$ cat src/core/ddr2_timing_consts.svh
// timing counts, mode register field positions and reset values for both link ends
// assumes both ends run on the same 250 MHz clk_sys
`ifndef DDR2_TIMING_CONSTS_SVH
`define DDR2_TIMING_CONSTS_SVH

// ****************************************
// clock and nanosecond parameters
// ****************************************
`define CLK_PERIOD_PS                   4000
`define ROW_PRECHARGE_TIME_PS           15000

// ****************************************
// fixed clock counts
// ****************************************
`define WRITE_TO_READ_TURNAROUND_NCK    2
`define POWERDOWN_EXIT_TO_ACTIVATE_NCK  2
`define CLOCK_ENABLE_MIN_PULSE_NCK      3

// ****************************************
// mode register layout
// ****************************************
`define MODE_REGISTER_WIDTH             13
`define MODE_REGISTER_RESET             13'h0000
`define MODE_STROBE_SELECT_BIT          10
`define MODE_WRITE_RECOVERY_LSB         0
`define MODE_WRITE_RECOVERY_WIDTH       3
`define BANK_COUNT                      8
`define BANK_WIDTH                      3
`define COUNT_WIDTH                     8

`endif

$ cat src/core/ddr2_timing_pkg.sv
// command and power state types plus the shared round-up arithmetic
// assumes ddr2_timing_consts.svh is on the include path
`include "ddr2_timing_consts.svh"

package ddr2_timing_pkg;

  typedef enum logic [2:0]
  {
    CMD_NOP = 3'h0,
    CMD_ACT = 3'h1,
    CMD_RD  = 3'h2,
    CMD_WR  = 3'h3,
    CMD_WRA = 3'h4,
    CMD_PRE = 3'h5,
    CMD_MRS = 3'h6,
    CMD_REF = 3'h7
  } cmd_t;

  typedef enum logic [2:0]
  {
    PWR_ACTIVE = 3'h1,
    PWR_PDN    = 3'h2,
    PWR_SELF   = 3'h4
  } pwr_state_t;

  // whole clock count for a time, rounded up, never below one
  function automatic logic [`COUNT_WIDTH-1:0] round_up_cycles(input int unsigned time_ps,
                                                              input int unsigned period_ps);
    int unsigned q;
    q = (time_ps + period_ps - 1) / period_ps;
    if (q == 0)
    begin
      q = 1;
    end
    return q[`COUNT_WIDTH-1:0];
  endfunction

endpackage

$ cat src/core/ddr2_link_if.sv
// command link between the controller end and the memory end
// assumes both ends share clk_sys; commands are taken on its rising edge
`timescale 1ns/1ps
`default_nettype none
`include "ddr2_timing_consts.svh"

interface ddr2_link_if
  import ddr2_timing_pkg::*;
(
  input wire logic clk_sys
);
  logic                            cke;
  cmd_t                            cmd;
  logic [`BANK_WIDTH-1:0]          bank;
  logic [`MODE_REGISTER_WIDTH-1:0] addr;
  logic                            wdata_timing_ok;

  modport controller
  (
    output cke,
    output cmd,
    output bank,
    output addr,
    output wdata_timing_ok
  );

  modport memory
  (
    input  cke,
    input  cmd,
    input  bank,
    input  addr,
    input  wdata_timing_ok
  );
endinterface

`default_nettype wire

$ cat src/core/ddr2_controller_end.sv
// controller end: queues one request and issues it once every spacing is met, but drops a read of a bank flagged for rewrite
// assumes the memory end samples the link on the next rising edge of clk_sys
//
// How it works
// (RULE_01) auto-precharge recovery is write count plus precharge
// (RULE_02) write count comes from mode register field
// (RULE_03) clock change only in self-refresh or power-down
// (RULE_04) mode bit ten picks single or differential strobe
// (RULE_05) at least two clocks from write to read
// (RULE_06) clock enable holds for three sampled edges
// (RULE_07) badly timed write must be rewritten before reading
// (RULE_08) nanosecond times become rounded-up cycle counts
// (RULE_09) activate allowed two cycles after power-down exit
// (RULE_10) down-counters block dependent commands until zero
`timescale 1ns/1ps
`default_nettype none
`include "ddr2_timing_consts.svh"

module ddr2_controller_end
  import ddr2_timing_pkg::*;
(
  input  wire logic                            clk_sys,
  input  wire logic                            rst_b,
  ddr2_link_if.controller                      link,
  input  wire logic                            req_valid,
  input  wire cmd_t                            req_cmd,
  input  wire logic [`BANK_WIDTH-1:0]          req_bank,
  input  wire logic [`MODE_REGISTER_WIDTH-1:0] req_addr,
  input  wire logic                            req_wdata_timing_ok,
  output logic                                 req_ready,
  input  wire logic                            pdn_req,
  input  wire logic                            sref_req,
  output logic                                 freq_change_grant,
  output logic                                 read_refused,
  output logic [`BANK_COUNT-1:0]               rewrite_needed,
  output logic [`COUNT_WIDTH-1:0]              autoprecharge_write_recovery_interval
);
  localparam logic [`COUNT_WIDTH-1:0] RP_NCK =
    round_up_cycles(`ROW_PRECHARGE_TIME_PS, `CLK_PERIOD_PS); // [RULE_08]

  typedef struct packed {
    logic                            cke;
    cmd_t                            cmd;
    logic [`BANK_WIDTH-1:0]          bank;
    logic [`MODE_REGISTER_WIDTH-1:0] addr;
    logic                            wdok;
    pwr_state_t                      pwr;
    logic [1:0]                      cke_hold;
    logic [`COUNT_WIDTH-1:0]         act_wait;
    logic [`COUNT_WIDTH-1:0]         rd_wait;
    logic [`MODE_WRITE_RECOVERY_WIDTH-1:0] wr_count;
    logic [`COUNT_WIDTH-1:0]         dal;
    logic [`BANK_COUNT-1:0]          poisoned;
    logic                            pend_valid;
    cmd_t                            pend_cmd;
    logic [`BANK_WIDTH-1:0]          pend_bank;
    logic [`MODE_REGISTER_WIDTH-1:0] pend_addr;
    logic                            pend_wdok;
    logic                            ready;
    logic                            grant;
    logic                            refused;
  } ctl_state_t;

  ctl_state_t st;
  ctl_state_t next_st;
  logic       issue_ok;

  // ****************************************
  // legality of the pending command
  // ****************************************
  always_comb
  begin
    issue_ok = 1'b0;
    if (st.pend_valid && st.pwr == PWR_ACTIVE && st.cke)
    begin
      case (st.pend_cmd)
        CMD_ACT:
        begin
          issue_ok = (st.act_wait == '0); // [RULE_09] [RULE_10]
        end
        CMD_RD:
        begin
          issue_ok = (st.rd_wait == '0); // [RULE_05] [RULE_10]
        end
        default:
        begin
          issue_ok = 1'b1;
        end
      endcase
    end
  end

  // ****************************************
  // next state
  // ****************************************
  always_comb
  begin
    next_st         = st;
    next_st.cmd     = CMD_NOP;
    next_st.refused = 1'b0;
    if (st.act_wait != '0)
    begin
      next_st.act_wait = st.act_wait - 1'b1; // [RULE_10]
    end
    if (st.rd_wait != '0)
    begin
      next_st.rd_wait = st.rd_wait - 1'b1; // [RULE_10]
    end
    if (st.cke_hold != 2'h0)
    begin
      next_st.cke_hold = st.cke_hold - 2'h1;
    end
    if (req_valid && st.ready)
    begin
      next_st.pend_valid = 1'b1;
      next_st.pend_cmd   = req_cmd;
      next_st.pend_bank  = req_bank;
      next_st.pend_addr  = req_addr;
      next_st.pend_wdok  = req_wdata_timing_ok;
    end
    case (st.pwr)
      PWR_ACTIVE:
      begin
        if (issue_ok)
        begin
          next_st.pend_valid = 1'b0;
          next_st.bank       = st.pend_bank;
          next_st.addr       = st.pend_addr;
          next_st.wdok       = st.pend_wdok;
          if (st.pend_cmd == CMD_RD && st.poisoned[st.pend_bank])
          begin
            // dropped rather than held, so a missing rewrite cannot wedge the queue
            next_st.refused = 1'b1; // [RULE_07]
          end
          else
          begin
            next_st.cmd = st.pend_cmd;
          end
          case (st.pend_cmd)
            CMD_PRE:
            begin
              if (next_st.act_wait < RP_NCK - 1'b1)
              begin
                next_st.act_wait = RP_NCK - 1'b1; // [RULE_08] [RULE_10]
              end
            end
            CMD_WR, CMD_WRA:
            begin
              next_st.rd_wait = `COUNT_WIDTH'(`WRITE_TO_READ_TURNAROUND_NCK - 1); // [RULE_05]
              next_st.poisoned[st.pend_bank] = !st.pend_wdok; // [RULE_07]
              if (st.pend_cmd == CMD_WRA && next_st.act_wait < st.dal - 1'b1)
              begin
                next_st.act_wait = st.dal - 1'b1; // [RULE_01] [RULE_10]
              end
            end
            CMD_MRS:
            begin
              next_st.wr_count =
                st.pend_addr[`MODE_WRITE_RECOVERY_LSB +: `MODE_WRITE_RECOVERY_WIDTH]; // [RULE_02]
            end
            default:
            begin
            end
          endcase
        end
        else if ((pdn_req || sref_req) && !st.pend_valid && st.cke_hold == 2'h0
                 && st.act_wait == '0 && st.rd_wait == '0)
        begin
          next_st.cke      = 1'b0;
          next_st.cmd      = sref_req ? CMD_REF : CMD_NOP;
          next_st.pwr      = sref_req ? PWR_SELF : PWR_PDN;
          next_st.cke_hold = 2'(`CLOCK_ENABLE_MIN_PULSE_NCK - 1); // [RULE_06]
        end
      end
      PWR_PDN:
      begin
        if (!pdn_req && st.cke_hold == 2'h0)
        begin
          next_st.cke      = 1'b1;
          next_st.pwr      = PWR_ACTIVE;
          next_st.cke_hold = 2'(`CLOCK_ENABLE_MIN_PULSE_NCK - 1); // [RULE_06]
          next_st.act_wait = `COUNT_WIDTH'(`POWERDOWN_EXIT_TO_ACTIVATE_NCK - 1); // [RULE_09]
        end
      end
      default:
      begin
        if (!sref_req && st.cke_hold == 2'h0)
        begin
          next_st.cke      = 1'b1;
          next_st.pwr      = PWR_ACTIVE;
          next_st.cke_hold = 2'(`CLOCK_ENABLE_MIN_PULSE_NCK - 1); // [RULE_06]
          next_st.act_wait = `COUNT_WIDTH'(`POWERDOWN_EXIT_TO_ACTIVATE_NCK - 1); // [RULE_09]
        end
      end
    endcase
    next_st.dal   = `COUNT_WIDTH'(next_st.wr_count) + RP_NCK; // [RULE_01]
    next_st.ready = !next_st.pend_valid;
    // grant only once the low clock enable has been seen three times
    next_st.grant = (next_st.pwr != PWR_ACTIVE) && !next_st.cke
                    && (next_st.cke_hold == 2'h0); // [RULE_03]
  end

  // ****************************************
  // state register
  // ****************************************
  always_ff @(posedge clk_sys or negedge rst_b)
  begin
    if (!rst_b)
    begin
      st          <= '0;
      st.cke      <= 1'b1;
      st.cmd      <= CMD_NOP;
      st.pend_cmd <= CMD_NOP;
      st.pwr      <= PWR_ACTIVE;
      st.dal      <= RP_NCK;
      st.ready    <= 1'b1;
    end
    else
    begin
      st <= next_st;
    end
  end

  assign link.cke                               = st.cke;
  assign link.cmd                               = st.cmd;
  assign link.bank                              = st.bank;
  assign link.addr                              = st.addr;
  assign link.wdata_timing_ok                   = st.wdok;
  assign req_ready                              = st.ready;
  assign freq_change_grant                      = st.grant;
  assign read_refused                           = st.refused;
  assign rewrite_needed                         = st.poisoned;
  assign autoprecharge_write_recovery_interval  = st.dal;
endmodule

`default_nettype wire

$ cat src/flat_wrapper.sv
// flat-port wrapper written by rule: the top's interface ports become plain ports
module ddr2_controller_end_flat import ddr2_timing_pkg::*;
  (clk_sys, rst_b, req_valid, req_cmd, req_bank, req_addr, req_wdata_timing_ok, req_ready, pdn_req, sref_req, freq_change_grant, read_refused, rewrite_needed, autoprecharge_write_recovery_interval, link_cke, link_cmd, link_bank, link_addr, link_wdata_timing_ok);
  ddr2_link_if link_i (.clk_sys(clk_sys));
  input  wire logic clk_sys;
  input  wire logic rst_b;
  input  wire logic req_valid;
  input  wire cmd_t req_cmd;
  input  wire logic [`BANK_WIDTH-1:0] req_bank;
  input  wire logic [`MODE_REGISTER_WIDTH-1:0] req_addr;
  input  wire logic req_wdata_timing_ok;
  output logic req_ready;
  input  wire logic pdn_req;
  input  wire logic sref_req;
  output logic freq_change_grant;
  output logic read_refused;
  output logic [`BANK_COUNT-1:0] rewrite_needed;
  output logic [`COUNT_WIDTH-1:0] autoprecharge_write_recovery_interval;
  output wire logic [$bits(link_i.cke)-1:0] link_cke;
  output wire logic [$bits(link_i.cmd)-1:0] link_cmd;
  output wire logic [$bits(link_i.bank)-1:0] link_bank;
  output wire logic [$bits(link_i.addr)-1:0] link_addr;
  output wire logic [$bits(link_i.wdata_timing_ok)-1:0] link_wdata_timing_ok;
  assign link_cke = link_i.cke;
  assign link_cmd = link_i.cmd;
  assign link_bank = link_i.bank;
  assign link_addr = link_i.addr;
  assign link_wdata_timing_ok = link_i.wdata_timing_ok;
  ddr2_controller_end u_core (.clk_sys(clk_sys), .rst_b(rst_b), .link(link_i), .req_valid(req_valid), .req_cmd(req_cmd), .req_bank(req_bank), .req_addr(req_addr), .req_wdata_timing_ok(req_wdata_timing_ok), .req_ready(req_ready), .pdn_req(pdn_req), .sref_req(sref_req), .freq_change_grant(freq_change_grant), .read_refused(read_refused), .rewrite_needed(rewrite_needed), .autoprecharge_write_recovery_interval(autoprecharge_write_recovery_interval));
endmodule
$ cat config.mk
export PLATFORM = sky130hd
export DESIGN_NAME = ddr2_controller_end_flat
export DESIGN_NICKNAME = d
export VERILOG_FILES = /design/src/core/ddr2_timing_pkg.sv /design/src/core/ddr2_link_if.sv /design/src/core/ddr2_controller_end.sv /design/src/flat_wrapper.sv
export VERILOG_INCLUDE_DIRS = /design/src /design/src/core
export SDC_FILE = /design/constraint.sdc
export NUM_CORES = 1
export LEC_CHECK = 0
export BUFFER_PORTS_ARGS = -buffer_cell sky130_fd_sc_hd__buf_2
export CORE_UTILIZATION = 31
export CTS_BUF_LIST = sky130_fd_sc_hd__clkbuf_2 sky130_fd_sc_hd__clkbuf_4 sky130_fd_sc_hd__clkbuf_8
export CTS_CLUSTER_DIAMETER = 40
export DETAILED_ROUTE_END_ITERATION = 12
export GPL_ROUTABILITY_DRIVEN = 0
export PLACE_DENSITY = 0.51
export SLEW_MARGIN = 20
export SYNTH_ARGS = -nofsm -noshare
export SYNTH_HDL_FRONTEND = slang
export SYNTH_SLANG_ARGS = --single-unit
$ cat constraint.sdc
create_clock -name clk_sys -period 7.55 [get_ports clk_sys]
set_input_delay 0.3775 -clock clk_sys [delete_from_list [all_inputs] [get_ports clk_sys]]
set_output_delay 0.3775 -clock clk_sys [all_outputs]
set_load 0.005 [all_outputs]
==> reports/qor_table.md, run 1 <==
| Item | Reported |
|---|---|
| Run status | finished clean |
| Kind of end point of the critical path | flop |
| Detailed router's first-iteration violation count | 191 |
| Clock tree root buffer cell | clkbuf_8 |
| Synth Warn # | 0 |
| Buffer count from post-CTS setup fixing | 0 |
| Starting Density | 31.78% |
| Required arrival time at the worst endpoint | 7860 ps |
| CTS H-tree lvls | 3 |
| Total Die Area | 0.01405 mm^2 |
| Global-route wire length before repair | 14.95 mm |
| Detail Route Antenna Nets | 0 |
| Total routing usage reported by global routing | 13.36% |
| Cell Pwr Density | 436.8 mW/mm^2 |
| Peak supply drop | 170.3 uV |
| Standard cell core area | 0.01324 mm^2 |
| Number of distinct library cell variants in the gate-level netlist after synthesis | 58 |
| Buffers from clock root to sink, at most | 2 |
| Leakage power of the design | 0.002057 uW |
| Number of register bits inferred by synthesis | 78 |
| TritonCTS clock tree | yes |
| Number of instances resized during post-cts repair | 0 |
| Mapped Avg Cell Area | 10.71 um^2 |
| Vias per inst | 4.832 |
| Count of final setup violators | 0 |
| Clock Sink Count | 78 |
| Worst min-delay path class | in -> async |
| Slew Limit Headroom | 35.07% |
| Count of port buffers added during placement | 60 |
| Worst Reg2Reg Path Length in Cells | 15 |
| Worst-Margin Slew | 973.9 ps |
| Die Height | 118.5 um |
| Critical Setup Path Class | reg -> reg |
| Maximum number of pins on one net before global-route repair | 79 |
| Setup TNS after final layout | 0 ps |
| Area growth from synthesis to layout | 9.423% |
| Total vias in the final route | 2,909 |
| Standard-cell rows | 42 |
| Fillers | 1,375 |
| Most used standard cell by instance count after synthesis | dfrtp_1 |
| Fmax | 0.2497 GHz |
| Maximum fanout along the worst path | 10 |
| Series of cell instances along the critical path | inv_1 -> ha_1 -> nor3b_1 -> nand2_4 -> nand2_1 -> inv_1 -> ha_1 -> a211oi_1 -> nand3_1 -> mux2i_1 -> o21ai_1 -> a211oi_4 -> o21ai_1 -> a211oi_1 -> o221a_1 |
| Share of layout cells above drive strength 1 | 32.63% |
| Fraction of the yosys area taken by sequential cells | 46.49% |
| Count of pins on the block boundary | 65 |
| Maximum clock skew at final layout | 9.592 ps |
| DRC viols | 0 |
| Share of async-settable or async-resettable flops after synthesis | 100.0% |
| Number of nets in the final layout | 457 |
| Initial antenna violation count | 0 |
| Hold bufs inserted after CTS | 0 |
| CTS clk-pin slew, worst paths | 90 ps |
| Library cell with the largest summed area after synthesis | dfrtp_1 |
| Biggest area contributors in the synthesized netlist | dfrtp_1 (44%), mux2_2 (10%), buf_4 (6.6%) |
| Proportion of netlist area held by the largest area contributor | 44.00% |
| Area of all placed cells without fillers | 0.004606 mm^2 |
| Shortest clock period the worst path allows after layout | 4004 ps |
| Placed standard-cell area | 0.004424 mm^2 |
| Top FF cell, synth | dfrtp_1 |
| Final hold violation count | 0 |
| Post-Route WL | 8.720 mm |
| Number of buffers created by CTS | 9 |
| Die W | 118.5 um |
| Worst-Skew Late Latency | 360 ps |
| Worst path slowest cell | nor3b_1 |
| Gr ovfl total | 0 |
| Setup repair after global routing missed its margin | false |
| 1st-pass router iterations | 4 |
| Final period utilization | 53.04% |
| Post-synthesis instance total | 393 |
| Arrival time of the worst setup path | 4310 ps |
| Top cells by count, synth | dfrtp_1 (74), mux2_2 (39), buf_4 (37) |
| Number of flops mapped to enable cells by yosys | 0 |
| Number of global-route vias before repair | 3,017 |
| Max-capacitance violation count | 0 |
| ANT cells | 0 |
| Mapped cell area | 0.004209 mm^2 |
| Wire per inst | 14.49 um |
| Peak per-stage delay on the critical path | 480 ps |
| Max-slew violations | 0 |
| Worst Setup Start Kind | flop |
| Final HPWL DP | 6.314 mm |
layout make-up:
type	instances	area (um^2)	share of cell area (%)
clock buffer	9	123.9	2.689
timing repair buffer	60	302.8	6.574
clock inverter	7	57.56	1.250
tap	176	220.2	4.781
inverter	22	82.58	1.793
multi-input combinational	250	1862	40.42
sequential	78	1957	42.49
flip-flops by register name, indices dropped and copies added (netlist names):
| name | flops |
|---|---|
| u_core.req_ready | 1 |
| u_core.st | 44 |
| u_core.link.addr | 13 |
| u_core.rewrite_needed | 8 |
| u_core.link.cke | 1 |
| u_core.autoprecharge_write_recovery_interval | 2 |
| u_core.freq_change_grant | 1 |
| u_core.read_refused | 1 |
| u_core.link.cmd | 3 |
| u_core.link.bank | 3 |
| u_core.link.wdata_timing_ok | 1 |
per-layer routing:
layer	global-route usage (%)	routed length [um]	vias to the layer above
met2	20.83	4008	85
met4	4.905	150	0
met5	0	0	-
met3	3.378	483	11
li1	-	-	1397
met1	17.83	4078	1416
path summary, 6_finish.rpt:
| kind | startpoint | endpoint | slack [ps] |
|---|---|---|---|
| max | u_core.st[51] | u_core.st[52] | 3550 |
| max in group asynchronous | rst_b | u_core.st[45] | 6750 |
| min in group clk_sys | req_addr[2] | u_core.st[6] | 240 |
| min | rst_b | u_core.link.addr[9] | 180 |
| min reg2reg | u_core.autoprecharge_write_recovery_interval[3] | u_core.autoprecharge_write_recovery_interval[2] | 460 |
| max reg2reg | u_core.st[51] | u_core.st[52] | 3550 |
power by group:
part | internal, uW | total, uW | leakage (uW) | switching (uW)
combinational | 445 | 937 | 0.00103 | 492
sequential | 610 | 785 | 0.000948 | 175
clock | 123 | 290 | 0.0000829 | 167
total | 1180 | 2010 | 0.00206 | 834
through the flow:
| step | util [%] | total power [uW] | hold WS, ps | worst slack [ps] | instances |
|---|---|---|---|---|---|
| after floorplan | - | 1566 | 81.91 | 4064 | 396 |
| after global placement | 33.41 | 1710 | 452.4 | 3708 | 586 |
| after detailed placement | 33.41 | 1732 | 449.7 | 3609 | 586 |
| after CTS | 34.78 | 2032 | 208.2 | 3558 | 602 |
| after global routing | 34.78 | 2182 | 228.7 | 3238 | 602 |
| final | 34.78 | 2012 | 178.6 | 3546 | 602 |
cell usage in the layout (no fill, tap or decap), drive strengths merged, types with 3 or more instances in the layout:
| cell type | synthesis | final |
|---|---|---|
| a211oi | 6 | 6 |
| a21oi | 22 | 22 |
| a31oi | 5 | 5 |
| and3 | 5 | 5 |
| buf | 39 | 60 |
| clkbuf | 7 | 9 |
| clkinvlp | 0 | 3 |
| conb | 1 | 4 |
| dfrtp | 74 | 74 |
| dfstp | 4 | 4 |
| ha | 11 | 11 |
| inv | 22 | 25 |
| mux2 | 39 | 39 |
| mux2i | 5 | 5 |
| nand2 | 28 | 28 |
| nand2b | 3 | 3 |
| nand3 | 9 | 9 |
| nor2 | 24 | 24 |
| nor2b | 6 | 6 |
| nor3 | 8 | 8 |
| nor4 | 6 | 6 |
| o211ai | 5 | 5 |
| o21ai | 19 | 19 |
| o22ai | 6 | 6 |
| xnor2 | 9 | 9 |
| xor2 | 4 | 4 |
critical path, delay by kind of cell, from the launching register on:
kind / cells / cell delay (ps)
buffers and inverters: 2 / 220
AOI/OAI and AO/OA: 6 / 1550
and+or+nand+nor: 4 / 970
muxes: 1 / 240
DFF: 1 / 450
adders and majority gates: 2 / 510
kinds of logic (layout without fill, tap and decap cells):
group           count (synthesis)  in the layout  share of synthesized area, %
mux                            44             44                         11.71
other cells                     1              4                       0.08909
compound gates                 77             77                         12.43
simple gates                  101            101                         13.76
xor+xnor                       13             13                         2.705
buf+inv                        68             98                         9.542
fa+ha+maj                      11             11                         3.270
flops                          78             78                         46.49
(Power assumes the default switching activity.)
==> run 2, diff against run 1 <==
--- a/config.mk
+++ b/config.mk
@@ -6,6 +6,7 @@
 export SDC_FILE = /design/constraint.sdc
 export NUM_CORES = 1
 export LEC_CHECK = 0
+export ABC_AREA = 1
 export BUFFER_PORTS_ARGS = -buffer_cell sky130_fd_sc_hd__buf_2
 export CORE_UTILIZATION = 31
 export CTS_BUF_LIST = sky130_fd_sc_hd__clkbuf_2 sky130_fd_sc_hd__clkbuf_4 sky130_fd_sc_hd__clkbuf_8
==> constraint.sdc (replaced) <==
create_clock -name clk_sys -period 4 [get_ports clk_sys]
set_input_delay 0.2 -clock clk_sys [delete_from_list [all_inputs] [get_ports clk_sys]]
set_output_delay 0.2 -clock clk_sys [all_outputs]
set_load 0.005 [all_outputs]
==> run 2 against run 1 <==
  * Die area increased by 2.2%
  * Combinational power increased by 85%
  * Clock power increased to 2.5 times the previous value
  * Largest cell class unchanged
  * Highest routed layer unchanged
==> reports/qor_table.md, run 2 <==
| Item | Reported | Delta |
|---|---|---|
| Run status | finished clean |  |
| Count of port buffers added during placement | 60 | unchanged |
| Global-route layer with the greatest usage | met2 |  |
| Met3 usage in global routing | 3.992% | +0.61 points |
| Required arrival time at the worst endpoint | 4240 ps | -3620 ps |
| Top FF cell, synth | dfrtp_1 |  |
| Total Die Area | 0.01436 mm^2 | +2.2% |
| Fillers | 1,439 | +4.7% |
| Simple-gate area share of the yosys netlist | 25.47% | +12 points |
| Die W | 119.8 um | +1.1% |
| ANT cells | 0 | unchanged |
| Source of the worst hold timing path | req_addr[11] |  |
| Fraction of the yosys area taken by sequential cells | 45.47% | -1.0 points |
| Total routing usage reported by global routing | 14.38% | +1.0 points |
| Source of the worst register-to-register timing path | u_core.st[51] |  |
| Most used standard cell by instance count after synthesis | nand2_1 |  |
| Destination of the worst hold path | u_core.st[15] |  |
| Buffer count from post-CTS setup fixing | 0 | unchanged |
| DRC viols | 0 | unchanged |
| Fmax | 0.3622 GHz | +45% |
| Post-synthesis instance total | 531 | +35% |
| Worst-Margin Slew | 890.5 ps | -83.38 ps |
| Final HPWL DP | 6.895 mm | +9.2% |
| Biggest area contributors in the synthesized netlist | dfrtp_1 (43%), nand2_1 (9.6%), buf_4 (6.3%) |  |
| Sequential cell area | 0.001957 mm^2 | unchanged |
| Met2 Usage GRT | 20.81% | -0.024 points |
| Reg-to-reg critical path endpoint | u_core.st[58] |  |
| CP startpoint | u_core.st[51] |  |
| Number of register bits inferred by synthesis | 78 | unchanged |
| Vias per inst | 4.533 | -6.2% |
| Shortest clock period the worst path allows after layout | 2761 ps | -1244 ps |
| Number of buffers created by CTS | 9 | unchanged |
| Die Height | 119.8 um | +1.1% |
| Critical Setup Path Class | reg -> reg |  |
| Standard-cell rows | 42 | unchanged |
| Top cells by count, synth | nand2_1 (110), dfrtp_1 (74), inv_1 (63) |  |
| Setup repair after global routing missed its margin | false |  |
| Area share of fa/ha/maj cells after synthesis | 3.198% | -0.072 points |
| Proportion of netlist area held by the largest area contributor | 43.02% | -0.97 points |
| Worst Setup Start Kind | flop |  |
| Synth Warn # | 0 | unchanged |
| GR met1 Demand/Resource | 19.61% | +1.8 points |
| CTS H-tree lvls | 3 | unchanged |
| Slew Limit Headroom | 40.09% | +5.0 points |
| Final period utilization | 69.02% | +16 points |
| Area of the multi-input gates | 0.001775 mm^2 | -4.6% |
| Share of the core filled with cells | 35.72% | +0.94 points |
| Count of final setup violators | 0 | unchanged |
| Mux cell area share after synthesis | 0% | -12 points |
| Register with the highest flop count | u_core.st |  |
| Worst Reg2Reg Path Length in Cells | 11 | -4 |
| Mapped Avg Cell Area | 8.106 um^2 | -24% |
| Max-capacitance violation count | 0 | unchanged |
| Library cell with the largest summed area after synthesis | dfrtp_1 |  |
| Wire per inst | 12.76 um | -12% |
| Clock tree root buffer cell | clkbuf_8 |  |
| Number of flops mapped to enable cells by yosys | 0 | unchanged |
| Number of instances resized during post-cts repair | 0 | unchanged |
| Cell count after placement | 725 | +24% |
| Largest family of logic cells by synthesized area | simple AND/OR/NAND/NOR gates |  |
| R2r setup slk | 1240 ps | -2310 ps |
| Global-route wire length before repair | 16.08 mm | +7.6% |
| Number of nets in the final layout | 597 | +31% |
| Share of async-settable or async-resettable flops after synthesis | 100.0% | unchanged |
| Post-Synth XOR/XNOR Area | 1.831% | -0.87 points |
| Number of global-route vias before repair | 3,230 | +7.1% |
| Starting Density | 32.12% | +0.34 points |
| Most common cell after layout, fill and taps aside | nand2_1 |  |
| Gr ovfl total | 0 | unchanged |
| CTS clk-pin slew, worst paths | 80 ps | about the same |
| Most used cells in the layout excluding fill and tap cells | nand2_1 (110), dfrtp_1 (74), inv_1 (63) |  |
| Leakage power of the design | 0.002411 uW | +17% |
| Maximum clock skew at final layout | 13.14 ps | +3.544 ps |
| Standard cell core area | 0.01340 mm^2 | +1.2% |
| Worst min-delay path class | in -> reg |  |
| Buffers from clock root to sink, at most | 2 | unchanged |
| Maximum number of pins on one net before global-route repair | 79 | unchanged |
| Maximum fanout along the worst path | 40 | +30 |
| Detailed router's first-iteration violation count | 156 | -18% |
| Initial antenna violation count | 0 | unchanged |
| Share of layout cells above drive strength 1 | 20.00% | -13 points |
| Clock Sink Count | 78 | unchanged |
| Setup TNS after final layout | 0 ps | unchanged |
| Kind of end point of the critical path | flop |  |
| Total vias in the final route | 3,359 | +15% |
| Power consumption | 3851 uW | +91% |
| Count of non-filler cells in the finished layout | 741 | +23% |
| Count of pins on the block boundary | 65 | unchanged |
| Post-Route WL | 9.458 mm | +8.5% |
| Hold bufs inserted after CTS | 0 | unchanged |
| Hold Path Depth | 3 |  |
| Detail Route Antenna Nets | 0 | unchanged |
| Final hold violation count | 0 | unchanged |
| Flip-flop count of the largest register, all copies and words added | 44 | unchanged |
| TritonCTS clock tree | yes |  |
| Area growth from synthesis to layout | 11.22% |  |
| Worst-Skew Late Latency | 370 ps | about the same |
| Number of distinct library cell variants in the gate-level netlist after synthesis | 39 | -33% |
| Max-slew violations | 0 | unchanged |
| Mapped cell area | 0.004304 mm^2 | +2.3% |
| Synth Area in Compound Gates | 10.41% | -2.0 points |
| 1st-pass router iterations | 4 | unchanged |
| Cell Pwr Density | 804.4 mW/mm^2 | +84% |
| Peak supply drop | 349.5 uV | +110% |
| Arrival time of the worst setup path | 3000 ps | -1310 ps |
run 2: cell types whose count changed after synthesis, sizes merged, moves of 6 or more:
cell | previous run | this run
o21ai | 19 | 41
nand2 | 28 | 120
nor2 | 24 | 52
nor3 | 8 | 15
mux2 | 39 | 0
a21oi | 22 | 34
nand4 | 1 | 14
inv | 22 | 69
nand3 | 9 | 29
nor2b | 6 | 0
run 2: stage by stage:
stage	worst slack (ps)	hold WS, ps	cell area [um^2]
after floorplan	1676	-95.59	4315
after global placement	1345	434.5	4528
after detailed placement	1249	438.2	4528
after CTS	1223	20.41	4773
after global routing	921.3	63.97	4787
final	1239	67.69	4787
run 2: power breakdown:
part           switching, uW  internal (uW)  total, uW  leakage [uW]
logic                   1090            646       1730       0.00135
registers                249           1140       1390      0.000936
clock network            302            430        732      0.000123
run 2: layout make-up:
class	instances	share of cell area [%]
clock inverter	5	2.248
sequential	78	40.88
timing repair buffer	62	6.769
multi-input combinational	340	37.09
inverter	70	5.541
tap	176	4.600
clock buffer	10	2.875
run 2: logic make-up (layout without fill, tap and decap cells):
| group | after synthesis | count (layout) |
|---|---|---|
| and+or+nand+nor | 232 | 232 |
| adders and majority gates | 11 | 11 |
| buffers and inverters | 116 | 147 |
| other | 1 | 4 |
| xor gates and xnor gates | 9 | 9 |
| DFF | 78 | 78 |
| AOI/OAI and AO/OA | 84 | 84 |
run 2: how the worst max path moves through the flow:
stage                     to  slack (ps)  cells past startpoint
2_1_floorplan  u_core.st[58]        1680                     17
3_3_place_gp   u_core.st[58]        1350                      9
3_5_place_dp   u_core.st[58]        1250                     11
4_1_cts        u_core.st[58]        1220                     11
5_1_grt        u_core.st[58]         920                     11
6_report       u_core.st[58]        1240                     11
run 2: critical path, stage by stage, from the launching register on:
cell,delay (ps)
dfrtp_1,410
inv_1,130
ha_1,150
nand3_1,100
nor2_2,260
o22ai_1,130
nand2_1,90
nand2_2,380
nor2_4,500
nand3_4,180
o211ai_1,190
o21ai_1,100
run 2: metal layers:
layer	share of wire (%)	up-vias
met1	49	1559
met3	4.8	11
li1	-	1726
met5	0	-
met2	45	63
met4	1.8	0
